**src/shared/cbes_pkg.sv**
```systemverilog
// Package for the card bus error status block: register map, field
// positions, reset values and timing counts.
// Assumes a 25 MHz system clock and a 32-bit APB register bus.
package cbes_pkg;

  // Register byte offsets
  localparam logic [7:0] CBES_OFS_ERR_FLAGS = 8'h00;  // bus_error_flags, W1C
  localparam logic [7:0] CBES_OFS_CTRL      = 8'h04;  // power and mode control
  localparam logic [7:0] CBES_OFS_IRQ_STAT  = 8'h08;  // sticky events, read clears
  localparam logic [7:0] CBES_OFS_IRQ_MASK  = 8'h0c;  // 1 lets an event through
  localparam logic [7:0] CBES_OFS_STATE     = 8'h10;  // live power state

  // Error flag positions, shared by flags, irq status and irq mask
  localparam int CBES_BIT_CUR_LIMIT = 7;
  localparam int CBES_BIT_DAT_END   = 6;
  localparam int CBES_BIT_DAT_CRC   = 5;
  localparam int CBES_BIT_DAT_TMO   = 4;
  localparam int CBES_BIT_CMD_IDX   = 3;
  localparam int CBES_BIT_CMD_END   = 2;
  localparam int CBES_FLAG_W        = 16;
  localparam logic [15:0] CBES_FLAG_IMPL = 16'h00fc;  // Bits 7..2 live here

  // Control register fields
  localparam int CBES_CTRL_PWR_REQ = 0;
  localparam int CBES_CTRL_LEGACY  = 1;
  localparam logic [1:0] CBES_CTRL_RESET = 2'h2;      // Power off, legacy mode

  // State register fields
  localparam int CBES_STATE_PWR_ON  = 0;
  localparam int CBES_STATE_PWR_CUT = 1;

  // Reset values
  localparam logic [15:0] CBES_FLAGS_RESET = 16'h0000;
  localparam logic [15:0] CBES_MASK_RESET  = 16'h0000;

  // Good write CRC status token
  localparam logic [2:0] CBES_WR_CRC_OK = 3'h2;

  // Over-current sampling time, rounded up to whole clock cycles
  localparam int CBES_CLK_PERIOD_PS = 40000;
  localparam int CBES_OC_SAMPLE_NS  = 1000;
  localparam int CBES_OC_SAMPLE_CYC =
    (CBES_OC_SAMPLE_NS * 1000 + CBES_CLK_PERIOD_PS - 1) / CBES_CLK_PERIOD_PS;

endpackage

```
**src/hdl/cbes_sync.sv**
```systemverilog
// Three-stage synchroniser for one pin level.
// Assumes an asynchronous input; output changes once stages two and three agree.
`timescale 1ns/1ps
`default_nettype none
module cbes_sync (
  input  wire logic CLK_SYS,
  input  wire logic RESET,
  input  wire logic PIN_IN,
  output var  logic LEVEL_OUT
);
  logic [2:0] stage_q;
  logic       level_q;
  wire        agree = (stage_q[1] == stage_q[2]);

  // Shift chain; first stage feeds only the second
  always_ff @(posedge CLK_SYS) begin
    if (RESET) begin
      stage_q <= 3'h0;
    end else begin
      stage_q <= {stage_q[1:0], PIN_IN};
    end
  end

  // Accept a change only when the last two stages match
  always_ff @(posedge CLK_SYS) begin
    if (RESET) begin
      level_q <= 1'b0;
    end else if (agree) begin
      level_q <= stage_q[2];
    end
  end

  assign LEVEL_OUT = level_q;
endmodule // cbes_sync
`default_nettype wire

```
**src/hdl/cbes_oc_filter.sv**
```systemverilog
// Over-current qualifier: a level must hold for SAMPLE_CYC cycles.
// Assumes a synchronised input on the system clock.
`timescale 1ns/1ps
`default_nettype none
module cbes_oc_filter #(
  parameter int SAMPLE_CYC = 25
) (
  input  wire logic CLK_SYS,
  input  wire logic RESET,
  input  wire logic OC_LEVEL,
  output var  logic OC_TRIP
);
  localparam int CW = $clog2(SAMPLE_CYC + 1);
  localparam logic [CW-1:0] CNT_MAX = CW'(SAMPLE_CYC);

  logic [CW-1:0] cnt_q;
  logic [CW-1:0] cnt_d;
  wire           full = (cnt_q == CNT_MAX);

  // Count up while high, restart on any low sample
  assign cnt_d = !OC_LEVEL ? '0 : (full ? cnt_q : cnt_q + CW'(1));

  always_ff @(posedge CLK_SYS) begin
    if (RESET) begin
      cnt_q <= '0;
    end else begin
      cnt_q <= cnt_d;
    end
  end

  assign OC_TRIP = full;
endmodule // cbes_oc_filter
`default_nettype wire

```
**src/hdl/cbes_top.sv**
```systemverilog
// Card bus error status bank: error bits 7..2, power cut on current limit,
// interrupt status and mask, all behind an APB slave.
// Assumes card bus event pulses come from logic on CLK_SYS, one cycle each,
// and OVER_CURRENT comes straight from a pin.
//
// Local design decisions: the register offsets and register access over APB.
`timescale 1ns/1ps
`default_nettype none

// Contract
// - With power requested and current limiting built in, an over-current cuts card power and sets bit 7.
// - Bit 7 reads 1 while power is withheld after a fault and 0 while power flows without error; the code keeps it 1 until a 1 is written with power_req low.
// - Without current limiting, bit 7 is always zero.
// - A zero sampled at a data end-bit position, read data or CRC status token, sets bit 6.
// - A bad read data CRC or a write CRC status token other than 010 sets bit 5.
// - Any of the four busy, status or read data timeouts sets bit 4.
// - A command index error in a response sets bit 3.
// - A zero response end bit sets bit 2.
// - Bits 6 to 2 are only checked in legacy card bus mode.
module cbes_top
  import cbes_pkg::*;
#(
  parameter bit CURRENT_LIMIT_EN = 1'b1,
  parameter int OC_SAMPLE_CYC    = CBES_OC_SAMPLE_CYC
) (
  input  wire logic        CLK_SYS,
  input  wire logic        RESET,
  input  wire logic        PSEL,
  input  wire logic        PENABLE,
  input  wire logic        PWRITE,
  input  wire logic [7:0]  PADDR,
  input  wire logic [31:0] PWDATA,
  input  wire logic [3:0]  PSTRB,
  output var  logic [31:0] PRDATA,
  output var  logic        PREADY,
  output var  logic        PSLVERR,
  input  wire logic        OVER_CURRENT,
  input  wire logic        DAT_END_BIT_ZERO,
  input  wire logic        DAT_RD_CRC_BAD,
  input  wire logic        WR_CRC_STATUS_VALID,
  input  wire logic [2:0]  WR_CRC_STATUS,
  input  wire logic        BUSY_TMO_RESP,
  input  wire logic        BUSY_TMO_WR,
  input  wire logic        WR_CRC_STATUS_TMO,
  input  wire logic        RD_DATA_TMO,
  input  wire logic        CMD_INDEX_BAD,
  input  wire logic        CMD_END_BIT_ZERO,
  output var  logic        CARD_POWER_EN,
  output var  logic        IRQ
);

  // Register state
  logic [15:0] flags_q;
  logic [15:0] flags_d;
  logic [15:0] irq_stat_q;
  logic [15:0] irq_stat_d;
  logic [15:0] irq_mask_q;
  logic [15:0] irq_mask_d;
  logic [1:0]  ctrl_q;
  logic [1:0]  ctrl_d;
  logic        power_cut_q;
  logic        power_cut_d;
  logic        power_en_q;
  logic [31:0] rdata_q;
  logic [31:0] rdata_d;
  logic [15:0] rd_clr_q;
  logic [15:0] rd_clr_d;

  // Over-current path
  logic oc_level;
  logic oc_trip;

  cbes_sync u_oc_sync (
    .CLK_SYS   (CLK_SYS),
    .RESET     (RESET),
    .PIN_IN    (OVER_CURRENT),
    .LEVEL_OUT (oc_level)
  );

  cbes_oc_filter #(
    .SAMPLE_CYC (OC_SAMPLE_CYC)
  ) u_oc_filter (
    .CLK_SYS  (CLK_SYS),
    .RESET    (RESET),
    .OC_LEVEL (oc_level),
    .OC_TRIP  (oc_trip)
  );

  // APB decode
  wire setup_ph  = PSEL & ~PENABLE;
  wire access_ph = PSEL & PENABLE;
  wire hit_flags = (PADDR == CBES_OFS_ERR_FLAGS);
  wire hit_ctrl  = (PADDR == CBES_OFS_CTRL);
  wire hit_istat = (PADDR == CBES_OFS_IRQ_STAT);
  wire hit_imask = (PADDR == CBES_OFS_IRQ_MASK);
  wire hit_state = (PADDR == CBES_OFS_STATE);
  wire mapped    = hit_flags | hit_ctrl | hit_istat | hit_imask | hit_state;
  wire wr_acc    = access_ph & PWRITE & mapped;
  wire rd_acc    = access_ph & ~PWRITE & mapped;

  // Byte lanes expanded to a 16-bit write mask
  wire [15:0] lane_mask = {{8{PSTRB[1]}}, {8{PSTRB[0]}}};
  wire [15:0] wdata_lo  = PWDATA[15:0] & lane_mask;

  // Mode and power request
  wire legacy_mode = ctrl_q[CBES_CTRL_LEGACY];
  wire power_req   = ctrl_q[CBES_CTRL_PWR_REQ];

  wire wr_tok_bad = WR_CRC_STATUS_VALID & (WR_CRC_STATUS != CBES_WR_CRC_OK);

  wire dat_tmo = BUSY_TMO_RESP | BUSY_TMO_WR | WR_CRC_STATUS_TMO | RD_DATA_TMO;

  // trip only while power is requested and the function exists
  wire oc_cut = CURRENT_LIMIT_EN & power_req & oc_trip;

  // Event vector in flag layout
  logic [15:0] evt_raw;
  logic [15:0] evt;

  always_comb begin
    evt_raw = 16'h0000;
    evt_raw[CBES_BIT_CUR_LIMIT] = power_cut_q;
    evt_raw[CBES_BIT_DAT_END] = DAT_END_BIT_ZERO;
    evt_raw[CBES_BIT_DAT_CRC] = DAT_RD_CRC_BAD | wr_tok_bad;
    evt_raw[CBES_BIT_DAT_TMO] = dat_tmo;
    evt_raw[CBES_BIT_CMD_IDX] = CMD_INDEX_BAD;
    evt_raw[CBES_BIT_CMD_END] = CMD_END_BIT_ZERO;
  end

  // legacy-only checks; bit 7 gone without current limiting
  localparam logic [15:0] LEGACY_BITS = CBES_FLAG_IMPL & 16'h007c;
  localparam logic [15:0] CL_BIT      = CURRENT_LIMIT_EN ? 16'h0080 : 16'h0000;
  assign evt = evt_raw & ((legacy_mode ? LEGACY_BITS : 16'h0000) | CL_BIT);

  wire [15:0] w1c = (wr_acc & hit_flags) ? wdata_lo : 16'h0000;
  assign flags_d = ((flags_q & ~w1c) | evt) & CBES_FLAG_IMPL & ~(~CL_BIT & 16'h0080);

  // Interrupt status: read clears only what that read returned
  wire [15:0] rd_clr = (rd_acc & hit_istat) ? rd_clr_q : 16'h0000;
  assign irq_stat_d = ((irq_stat_q & ~rd_clr) | evt) & CBES_FLAG_IMPL;

  // Mask keeps only implemented bits
  assign irq_mask_d = (wr_acc & hit_imask) ?
                      ((irq_mask_q & ~lane_mask) | (wdata_lo & CBES_FLAG_IMPL)) :
                      irq_mask_q;

  // Control writes, low byte only carries fields
  assign ctrl_d = (wr_acc & hit_ctrl & PSTRB[0]) ? PWDATA[1:0] : ctrl_q;

  // power stays cut until software drops the request
  assign power_cut_d = oc_cut | (power_cut_q & power_req);

  // Read mux, captured in the setup phase so PRDATA comes from a flop
  always_comb begin
    rdata_d  = 32'h0000_0000;
    rd_clr_d = 16'h0000;
    if (hit_flags) begin
      rdata_d = {16'h0000, flags_q};
    end else if (hit_ctrl) begin
      rdata_d = {30'h0, ctrl_q};
    end else if (hit_istat) begin
      rdata_d  = {16'h0000, irq_stat_q};
      rd_clr_d = irq_stat_q;
    end else if (hit_imask) begin
      rdata_d = {16'h0000, irq_mask_q};
    end else if (hit_state) begin
      rdata_d = {30'h0, power_cut_q, power_en_q};
    end
  end

  // Register update
  always_ff @(posedge CLK_SYS) begin
    if (RESET) begin
      flags_q     <= CBES_FLAGS_RESET;
      irq_stat_q  <= CBES_FLAGS_RESET;
      irq_mask_q  <= CBES_MASK_RESET;
      ctrl_q      <= CBES_CTRL_RESET;
      power_cut_q <= 1'b0;
      power_en_q  <= 1'b0;
    end else begin
      flags_q     <= flags_d;
      irq_stat_q  <= irq_stat_d;
      irq_mask_q  <= irq_mask_d;
      ctrl_q      <= ctrl_d;
      power_cut_q <= power_cut_d;
      power_en_q  <= power_req & ~power_cut_d;
    end
  end

  // Read data capture at the setup edge
  always_ff @(posedge CLK_SYS) begin
    if (RESET) begin
      rdata_q  <= 32'h0000_0000;
      rd_clr_q <= 16'h0000;
    end else if (setup_ph & ~PWRITE) begin
      rdata_q  <= rdata_d;
      rd_clr_q <= rd_clr_d;
    end
  end

  // Zero wait states; unmapped addresses answer with an error
  assign PREADY  = 1'b1;
  assign PSLVERR = access_ph & ~mapped;
  assign PRDATA  = rdata_q;

  assign CARD_POWER_EN = power_en_q;

  // Level interrupt from unmasked sticky bits
  assign IRQ = |(irq_stat_q & irq_mask_q);

endmodule // cbes_top
`default_nettype wire

```
**config.mk**
```make
export PLATFORM = sky130hd
export DESIGN_NAME = cbes_top
export DESIGN_NICKNAME = d
export VERILOG_FILES = /design/src/shared/cbes_pkg.sv /design/src/hdl/cbes_sync.sv /design/src/hdl/cbes_oc_filter.sv /design/src/hdl/cbes_top.sv
export SDC_FILE = /design/constraint.sdc
export NUM_CORES = 1
export LEC_CHECK = 0
export BUFFER_PORTS_ARGS = -buffer_cell sky130_fd_sc_hd__buf_4
export CAP_MARGIN = 20
export CORE_MARGIN = 2
export CORE_UTILIZATION = 46
export DETAILED_ROUTE_END_ITERATION = 7
export GPL_ROUTABILITY_DRIVEN = 0
export MAX_ROUTING_LAYER = met4
export PLACE_DENSITY = 0.87
export SETUP_SLACK_MARGIN = 0.3
export SLEW_MARGIN = 10
export SYNTH_ARGS = -nofsm -noshare
export SYNTH_HDL_FRONTEND = slang
export SYNTH_SLANG_ARGS = --single-unit
```
**constraint.sdc**
```tcl
create_clock -name CLK_SYS -period 3.8 [get_ports CLK_SYS]
set_input_delay 0.19 -clock CLK_SYS [delete_from_list [all_inputs] [get_ports CLK_SYS]]
set_output_delay 0.19 -clock CLK_SYS [all_outputs]
set_load 0.03 [all_outputs]
```
==> results of run 1 <==
-- sequential cells by signal (all words and copies together) (netlist names), named ones only --
register,flops
CARD_POWER_EN,1
PRDATA,16
ctrl_q,2
flags_q,6
irq_mask_q,10
irq_stat_q,6
power_cut_q,1
rd_clr_q,6
u_oc_filter.cnt_q,5
u_oc_sync.LEVEL_OUT,1
u_oc_sync.stage_q,3
-- power by group through the flow --
| stage | registers (mW) | logic, mW | clock network [mW] |
|---|---|---|---|
| CTS | 0.677 | 0.106 | 0.534 |
| finish | 0.677 | 0.106 | 0.528 |
| global route | 0.678 | 0.114 | 0.567 |
| global placement | 0.692 | 0.104 | 0 |
| floorplan | 0.692 | 0.0763 | 0 |
| detailed placement | 0.692 | 0.105 | 0 |
-- layout make-up --
cell class	count	area share
clock buffers	11	0.04777
repair buffers	54	0.1279
clock inverters	5	0.01026
multi-input cells	187	0.3782
well taps	72	0.02842
inverters	8	0.009475
flip-flops and latches	63	0.3979
-- cell usage in the layout (no fill, tap or decap), types with 4 or more instances in the layout --
master,count
and2_1,8
nand3_1,4
dfxtp_1,63
nand2_1,6
a21oi_1,13
inv_1,8
nand2b_1,4
conb_1,17
clkbuf_8,11
mux2i_1,13
nor2b_1,4
a22oi_1,23
nor2_1,34
nor3_1,5
a311oi_1,4
o21ai_0,14
buf_4,54
-- layer usage --
layer | up-vias | global-route usage | part of all wire
met5 | - | - | 0
met4 | 0 | 0.1379 | 0.027
met3 | 15 | 0.04299 | 0.058
met2 | 84 | 0.3102 | 0.49
met1 | 1013 | 0.2326 | 0.42
li1 | 1036 | - | -
-- cells by family (layout without fill, tap and decap cells) --
| kind of cell | after synthesis | after routing | synth area share |
|---|---|---|---|
| simple gates | 86 | 86 | 0.1914 |
| compound gates | 63 | 63 | 0.1612 |
| flops | 63 | 63 | 0.4823 |
| buf+inv | 37 | 78 | 0.08086 |
| mux | 15 | 15 | 0.05837 |
| xor+xnor | 4 | 4 | 0.01340 |
| fa+ha+maj | 2 | 2 | 0.009568 |
| other cells | 2 | 17 | 0.002872 |
-- worst max-delay path: cells and delay by family --
| family | cells | cell delay, ns |
|---|---|---|
| buffers and inverters | 2 | 0.31 |
| AND/OR/NAND/NOR | 3 | 1.29 |
-- worst paths after layout --
kind                                to  slack (ns)
hold reg to reg   u_oc_sync.stage_q[1]        0.46
setup reg to reg             PRDATA[1]        2.59
setup / recovery               PSLVERR        1.81
hold / removal              flags_q[3]        0.05
==> impl_metrics.json, run 1 <==
{
  "via_per_inst": 5.370,
  "synth-edff-count": 0,
  "syn2layout_area_growth_pct": 21.20,
  "dpl.hpwl_um": 4134,
  "hold_ws_ns": 0.04983,
  "grt_pass1_vias": 2106,
  "cp_slowest_cell": "or4_1",
  "core_area_mm2": 0.005507,
  "drt_first_iter_violations": 152,
  "ys_seq_area_frac": 0.4823,
  "grt_setup_unrepaired": "no",
  "power.share.sequential": 0.517,
  "power_mw": 1.311,
  "dp_cells": 384,
  "seqCellArea_mm2": 0.001261,
  "post-route-period-util": 0.5227,
  "antenna_found_initial": 0,
  "dieArea_mm2": 0.006304,
  "drc": 0,
  "place_area_mm2": 0.002985,
  "yosysMostFrequentCell": "dfxtp_1",
  "intPower_mw": 0.9801,
  "clock_skew_ns": 0.006661,
  "ant_nets": 0,
  "grt_pass1_wl_um": 9418,
  "io_buffers": 54,
  "netlist_area_mm2": 0.002615,
  "fin_area_mm2": 0.003169,
  "hold_path_startpoint": "PWDATA[3]",
  "cp_common_cell": "buf_4",
  "yosys.area.top_type": "dfxtp_1",
  "r2r_cells": 3,
  "worst_slew_pin_slew_ns": 0.8320,
  "grtUsageTotal": 0.2002,
  "max-vdd-ir-drop_v": 0.0002383,
  "num-fill-cells": 458,
  "dieHeight_um": 79.40,
  "clock-sinks": 63,
  "finalSetupViolCount": 0,
  "postCtsResizedCells": 0,
  "stdcell_count": 400,
  "cp-start-kind": "input pin",
  "leakage_nw": 1.247,
  "cts_hold_buffers": 0,
  "post_cts_buffers": 0,
  "finish.net_count": 387,
  "power_frac_comb": 0.081,
  "crit_type": "input pin to primary output",
  "clock.fmax_mhz": 503.5,
  "h-tree-depth": 3,
  "max_slew_margin": 0.4410,
  "drt-total-wl_um": 5893,
  "fp-row-count": 27,
  "tns_ns": 0,
  "wl_per_cell_um": 14.73,
  "ys_types": 42,
  "overflow": 0,
  "finalCoreUtilization": 0.5756,
  "firstDrtPassIters": 4,
  "start_util": 0.4749,
  "clkPwrFrac": 0.403,
  "drive_gt1_frac": 0.2561,
  "multi_input_area_mm2": 0.001199,
  "cp.required_ns": 3.61,
  "switching_power_mw": 0.3308,
  "avgSynthCellArea_um2": 9.614,
  "routed-via-count": 2148,
  "timing.final.ws_setup_ns": 1.814,
  "yosys_warnings": 0,
  "antenna_cells": 0,
  "clkLatencyLatePin_ns": 0.34,
  "ys_async_sr_fraction": 0,
  "power-per-cell-area_mw_per_mm2": 413.6,
  "synthCells": 272,
  "sw_frac_of_total": 0.2524,
  "ios": 98,
  "grt_max_degree": 49,
  "path_cells": "buf_4 > or4_1 > nor4_1 > nor3_1 > buf_4",
  "slew_violations": 0,
  "ys.flop_type": "dfxtp_1",
  "cp-end-kind": "primary output",
  "synth_top_area_share": 0.4823,
  "cts_tree": "built",
  "yosys-top-cells-area": "dfxtp_1 (48%), a22oi_1 (6.6%), mux2i_1 (5.0%)",
  "synth_common_cells": "dfxtp_1 (63), nor2_1 (34), a22oi_1 (23)",
  "die_x_um": 79.40,
  "status": "complete, no violations",
  "max_stage_delay_ns": 0.61,
  "cp-startpoint": "PADDR[1]",
  "clk_path_buf_depth": 2,
  "hold_viol": 0,
  "holdPathStages": 2,
  "cts.clk_slew.worst_paths_ns": 0.07,
  "cp_max_fo": 4,
  "synth-seq-cells": 63,
  "arrival_ns": 1.80,
  "numCtsBuffers": 9,
  "r2r_start": "ctrl_q[1]",
  "hold_path_class": "input pin to flip-flop",
  "place_ws_ns": 1.644,
  "cts_root_buf": "clkbuf_8",
  "maxCapViolCount": 0,
  "fin_crit_ns": 1.986
}
(Power assumes the default switching activity.)
==> run 2, diff against run 1 <==
clock period = 1.9 ns   (was 3.8 ns; I/O delays follow)
==> impl_metrics.json, run 2 (synthesis results as in run 1) <==
{
  "status": "complete, no violations",
  "hold_path_class": "input pin to flip-flop",
  "antenna_found_initial": 0,
  "grt_pass1_vias": 2217,
  "core_area_mm2": 0.005507,
  "drive_gt1_frac": 0.2703,
  "h-tree-depth": 3,
  "antenna_cells": 0,
  "io_buffers": 54,
  "overflow": 0,
  "cts.clk_slew.worst_paths_ns": 0.07,
  "arrival_ns": 1.72,
  "routed-via-count": 2290,
  "ios": 98,
  "post-route-period-util": 0.7938,
  "max_slew_margin": 0.6086,
  "crit_type": "input pin to flip-flop",
  "drt-total-wl_um": 6391,
  "endpoint": "irq_stat_q[7]",
  "numCtsBuffers": 9,
  "dieHeight_um": 79.40,
  "cp_max_fo": 10,
  "dp_cells": 393,
  "cts_root_buf": "clkbuf_8",
  "finish.net_count": 403,
  "leakage_nw": 1.347,
  "clock.fmax_mhz": 663.1,
  "drt_first_iter_violations": 169,
  "die_x_um": 79.40,
  "cp-start-kind": "input pin",
  "r2r_cells": 3,
  "max-vdd-ir-drop_v": 0.0005884,
  "hold_ws_ns": 0.03087,
  "start_util": 0.4749,
  "stdcell_count": 416,
  "rr_endpoint": "PRDATA[1]",
  "clk_path_buf_depth": 2,
  "cp.required_ns": 2.11,
  "dieArea_mm2": 0.006304,
  "cp-end-kind": "flip-flop",
  "cts_tree": "built",
  "fp-row-count": 27,
  "grt_setup_unrepaired": "no",
  "firstDrtPassIters": 5,
  "maxCapViolCount": 0,
  "drc": 0,
  "power_mw": 2.790,
  "fin_crit_ns": 1.508,
  "worst_slew_pin_slew_ns": 0.5795,
  "final_cell_mix": "dfxtp_1 (63), buf_4 (63), nor2_1 (34)",
  "grt_max_degree": 49,
  "power-per-cell-area_mw_per_mm2": 836.5,
  "r2r_start": "ctrl_q[1]",
  "cp-startpoint": "PADDR[4]",
  "r2r_setup_slack_ns": 0.63,
  "grt_pass1_wl_um": 10330,
  "via_per_inst": 5.505,
  "slew_violations": 0,
  "hold_viol": 0,
  "wl_per_cell_um": 15.36,
  "finalSetupViolCount": 0,
  "tns_ns": 0,
  "ant_nets": 0,
  "dpl.hpwl_um": 4310,
  "clock_skew_ns": 0.008821,
  "post_cts_buffers": 0,
  "syn2layout_area_growth_pct": 27.56,
  "grtUsageTotal": 0.2191,
  "hold_path_startpoint": "PWDATA[4]",
  "clkLatencyLatePin_ns": 0.35,
  "clock-sinks": 63,
  "largest_reg_flops": 16
}
[run 2: repair_timing]
item | in CTS | in global routing
hold buffers | 7 | 0
resized for setup | 0 | 0
endpoints found under the hold margin | 7 | 0
[run 2: layer usage]
metal  global-route usage  vias up  wire length [µm]
met2               0.3585      117              3133
met3              0.05204       22               502
met4               0.1121        0               183
met1               0.2516     1075              2571
met5                    -        -                 0
li1                     -     1076                 -
[run 2: report_power, final]
part / internal [mW] / switching [mW]
clock network: 0.709 / 0.497
logic: 0.0927 / 0.136
registers: 1.34 / 0.0147
[run 2: stage by stage]
step	cell area, µm²	worst slack (ns)	utilization
floorplan	2680	0.2875	-
global placement	3057	0.1300	0.5551
detailed placement	3057	0.09841	0.5551
CTS	3336	0.3858	0.6058
global route	3336	0.3363	0.6058
finish	3336	0.3919	0.6058
[run 2: cell type report]
type | instances | area (µm²)
well taps | 72 | 90.09
clock inverters | 3 | 40.04
fillers | 467 | 2171
repair buffers | 70 | 543.0
inverters | 8 | 30.03
flip-flops and latches | 63 | 1261
clock buffers | 13 | 168.9
multi-input cells | 187 | 1202
[run 2: how the worst min path moves through the flow]
| stage | slack (ns) | end | cells after the start |
|---|---|---|---|
| floorplan | 0.20 | flags_q[7] | 1 |
| global placement | 0.30 | flags_q[6] | 2 |
| detailed placement | 0.30 | ctrl_q[1] | 2 |
| CTS | 0.03 | flip-flop | 3 |
| global route | 0.04 | flags_q[5] | 3 |
| finish | 0.03 | flip-flop | 3 |
[run 2: worst max-delay path, cell delays in order]
cell and delay [ns]:
buf_4 0.11, or4_4 0.65, or4_4 0.51, o21ai_0 0.24
a21oi_1 0.11
==> run 3, diff against run 2 <==
CORE_UTILIZATION = 44   (was 46)
PLACE_DENSITY = 0.88   (was 0.87)
clock period = 1.3 ns   (was 1.9 ns; I/O delays follow)
==> impl_metrics.json, run 3 (synthesis results as in run 1) <==
{
  "post-route-period-util": 1.128,
  "arrival_ns": 1.69,
  "hold_path_class": "input pin to flip-flop",
  "finish.net_count": 455,
  "cp.required_ns": 1.52,
  "dpl.hpwl_um": 4636,
  "syn2layout_area_growth_pct": 62.34,
  "power_mw": 4.357,
  "antenna_cells": 0,
  "fp-row-count": 28,
  "clkPwrFrac": 0.428,
  "max_slew_margin": 0.5907,
  "drive_gt1_frac": 0.5455,
  "dieHeight_um": 81.09,
  "core_area_mm2": 0.005816,
  "grt_max_degree": 30,
  "finalSetupViolCount": 28,
  "worst_slew_pin_slew_ns": 0.6117,
  "cp_slowest_cell": "or4_4",
  "grt_pass1_vias": 2642,
  "die_x_um": 81.09,
  "io_buffers": 54,
  "maxCapViolCount": 0,
  "crit_type": "input pin to flip-flop",
  "cts.clk_slew.worst_paths_ns": 0.07,
  "cp-end-kind": "flip-flop",
  "timing.final.ws_setup_ns": -0.1665,
  "ios": 98,
  "num-fill-cells": 338,
  "largest_reg_flops": 16,
  "cp_max_fo": 5,
  "max-vdd-ir-drop_v": 0.0007073,
  "cp_top_family": "simple AND/OR/NAND/NOR gates",
  "r2r_setup_slack_ns": 0.08,
  "clock.fmax_mhz": 681.9,
  "drt-total-wl_um": 10000,
  "dieArea_mm2": 0.006576,
  "antenna_found_initial": 0,
  "sw_frac_of_total": 0.2521,
  "ant_nets": 0,
  "slew_violations": 0,
  "power_frac_comb": 0.116,
  "drt_first_iter_violations": 229,
  "grtUsageTotal": 0.2778,
  "cp-start-kind": "input pin",
  "violations": "negative setup slack",
  "clkLatencyLatePin_ns": 0.34,
  "cp_common_cell": "buf_6",
  "path_cells": "buf_6 > or4_4 > buf_6 > nor4_4 > buf_4 > mux2i_2 > nor2_1",
  "overflow": 0,
  "wl_per_cell_um": 21.23,
  "routed-via-count": 2771,
  "fin_crit_ns": 1.467,
  "intPower_mw": 3.258,
  "drc": 0,
  "cts_tree": "built",
  "power.share.sequential": 0.456,
  "critPathBufInv": 3,
  "leakage_nw": 1.725,
  "numCtsBuffers": 9,
  "grt_pass1_wl_um": 13060,
  "tns_ns": -1.295,
  "final_common_cell": "buf_4",
  "h-tree-depth": 3,
  "clock-sinks": 63,
  "final_cell_mix": "buf_4 (89), dfxtp_1 (52), nor2_1 (31)",
  "start_util": 0.4497,
  "grt_setup_unrepaired": "yes",
  "power-per-cell-area_mw_per_mm2": 1026,
  "max_stage_delay_ns": 0.59,
  "via_per_inst": 5.883,
  "clock_skew_ns": 0.009168,
  "switching_power_mw": 1.098,
  "hold_viol": 0,
  "cts_root_buf": "clkbuf_8",
  "clk_path_buf_depth": 2,
  "firstDrtPassIters": 5,
  "status": "finished, violations left"
}
run 3: changes by cell type in the layout (fill, tap and decap cells not counted), sizes merged:
cell and delta:
buf +51, bufinv +1, dlygate4sd3 +1, clkbuf -1
run 3: final timing paths:
| kind | from | end | depth (start not counted) |
|---|---|---|---|
| worst min register to register | u_oc_sync.stage_q[0] | u_oc_sync.stage_q[1] | 1 |
| worst max register to register | u_oc_filter.cnt_q[1] | u_oc_filter.cnt_q[0] | 5 |
| worst min-delay path | PWDATA[5] | flip-flop | 3 |
| worst max-delay path | PADDR[6] | flip-flop | 7 |
run 3: layout make-up:
cell class | count | area [µm²] | share of cell area
Clock buffer | 12 | 135.1 | 0.03183
Timing Repair Buffer | 122 | 1042 | 0.2455
Clock inverter | 4 | 70.07 | 0.01650
Inverter | 8 | 30.03 | 0.007073
Tap cell | 75 | 93.84 | 0.02210
Multi-Input combinational cell | 187 | 1592 | 0.3749
Sequential cell | 63 | 1282 | 0.3021
run 3: timing repair:
item	CTS	global route
resized for setup	71	40
buffers inserted	18	10
hold buffers	8	0
gates cloned	0	0
hold endpoints to repair	10	0
setup endpoints to repair	57	60
pin swaps	44	21
run 3: power by group through the flow:
stage / Combinational, mW / Sequential (mW) / Clock [mW]
2_1_floorplan: 0.242 / 2.02 / 0
5_1_grt: 0.525 / 1.99 / 1.94
3_3_place_gp: 0.356 / 2.02 / 0
4_1_cts: 0.444 / 1.98 / 1.82
3_5_place_dp: 0.365 / 2.02 / 0
6_report: 0.506 / 1.98 / 1.87
run 3: routing by layer:
layer	routed length, µm	up-vias	global-route usage
li1	-	1178	-
met1	3647	1324	0.2916
met2	4978	210	0.4810
met3	801	59	0.06000
met4	572	0	0.1593
met5	0	-	-
run 3: worst min-delay path, stage by stage:
cell	delay, ns
buf_4	0.09
mux2i_2	0.06
nor2_1	0.11
run 3: per-stage QoR:
step | std cells | cell area, µm² | utilization | hold slack, ns | worst slack, ns
2_1_floorplan | 287 | 2761 | - | 0.1737 | -0.2440
3_3_place_gp | 419 | 3289 | 0.5656 | 0.2742 | -0.3320
3_5_place_dp | 419 | 3289 | 0.5656 | 0.2794 | -0.3814
4_1_cts | 461 | 4000 | 0.6878 | 0.02130 | -0.08764
5_1_grt | 471 | 4245 | 0.7300 | 0.02406 | -0.1662
6_report | 471 | 4245 | 0.7300 | 0.02328 | -0.1665
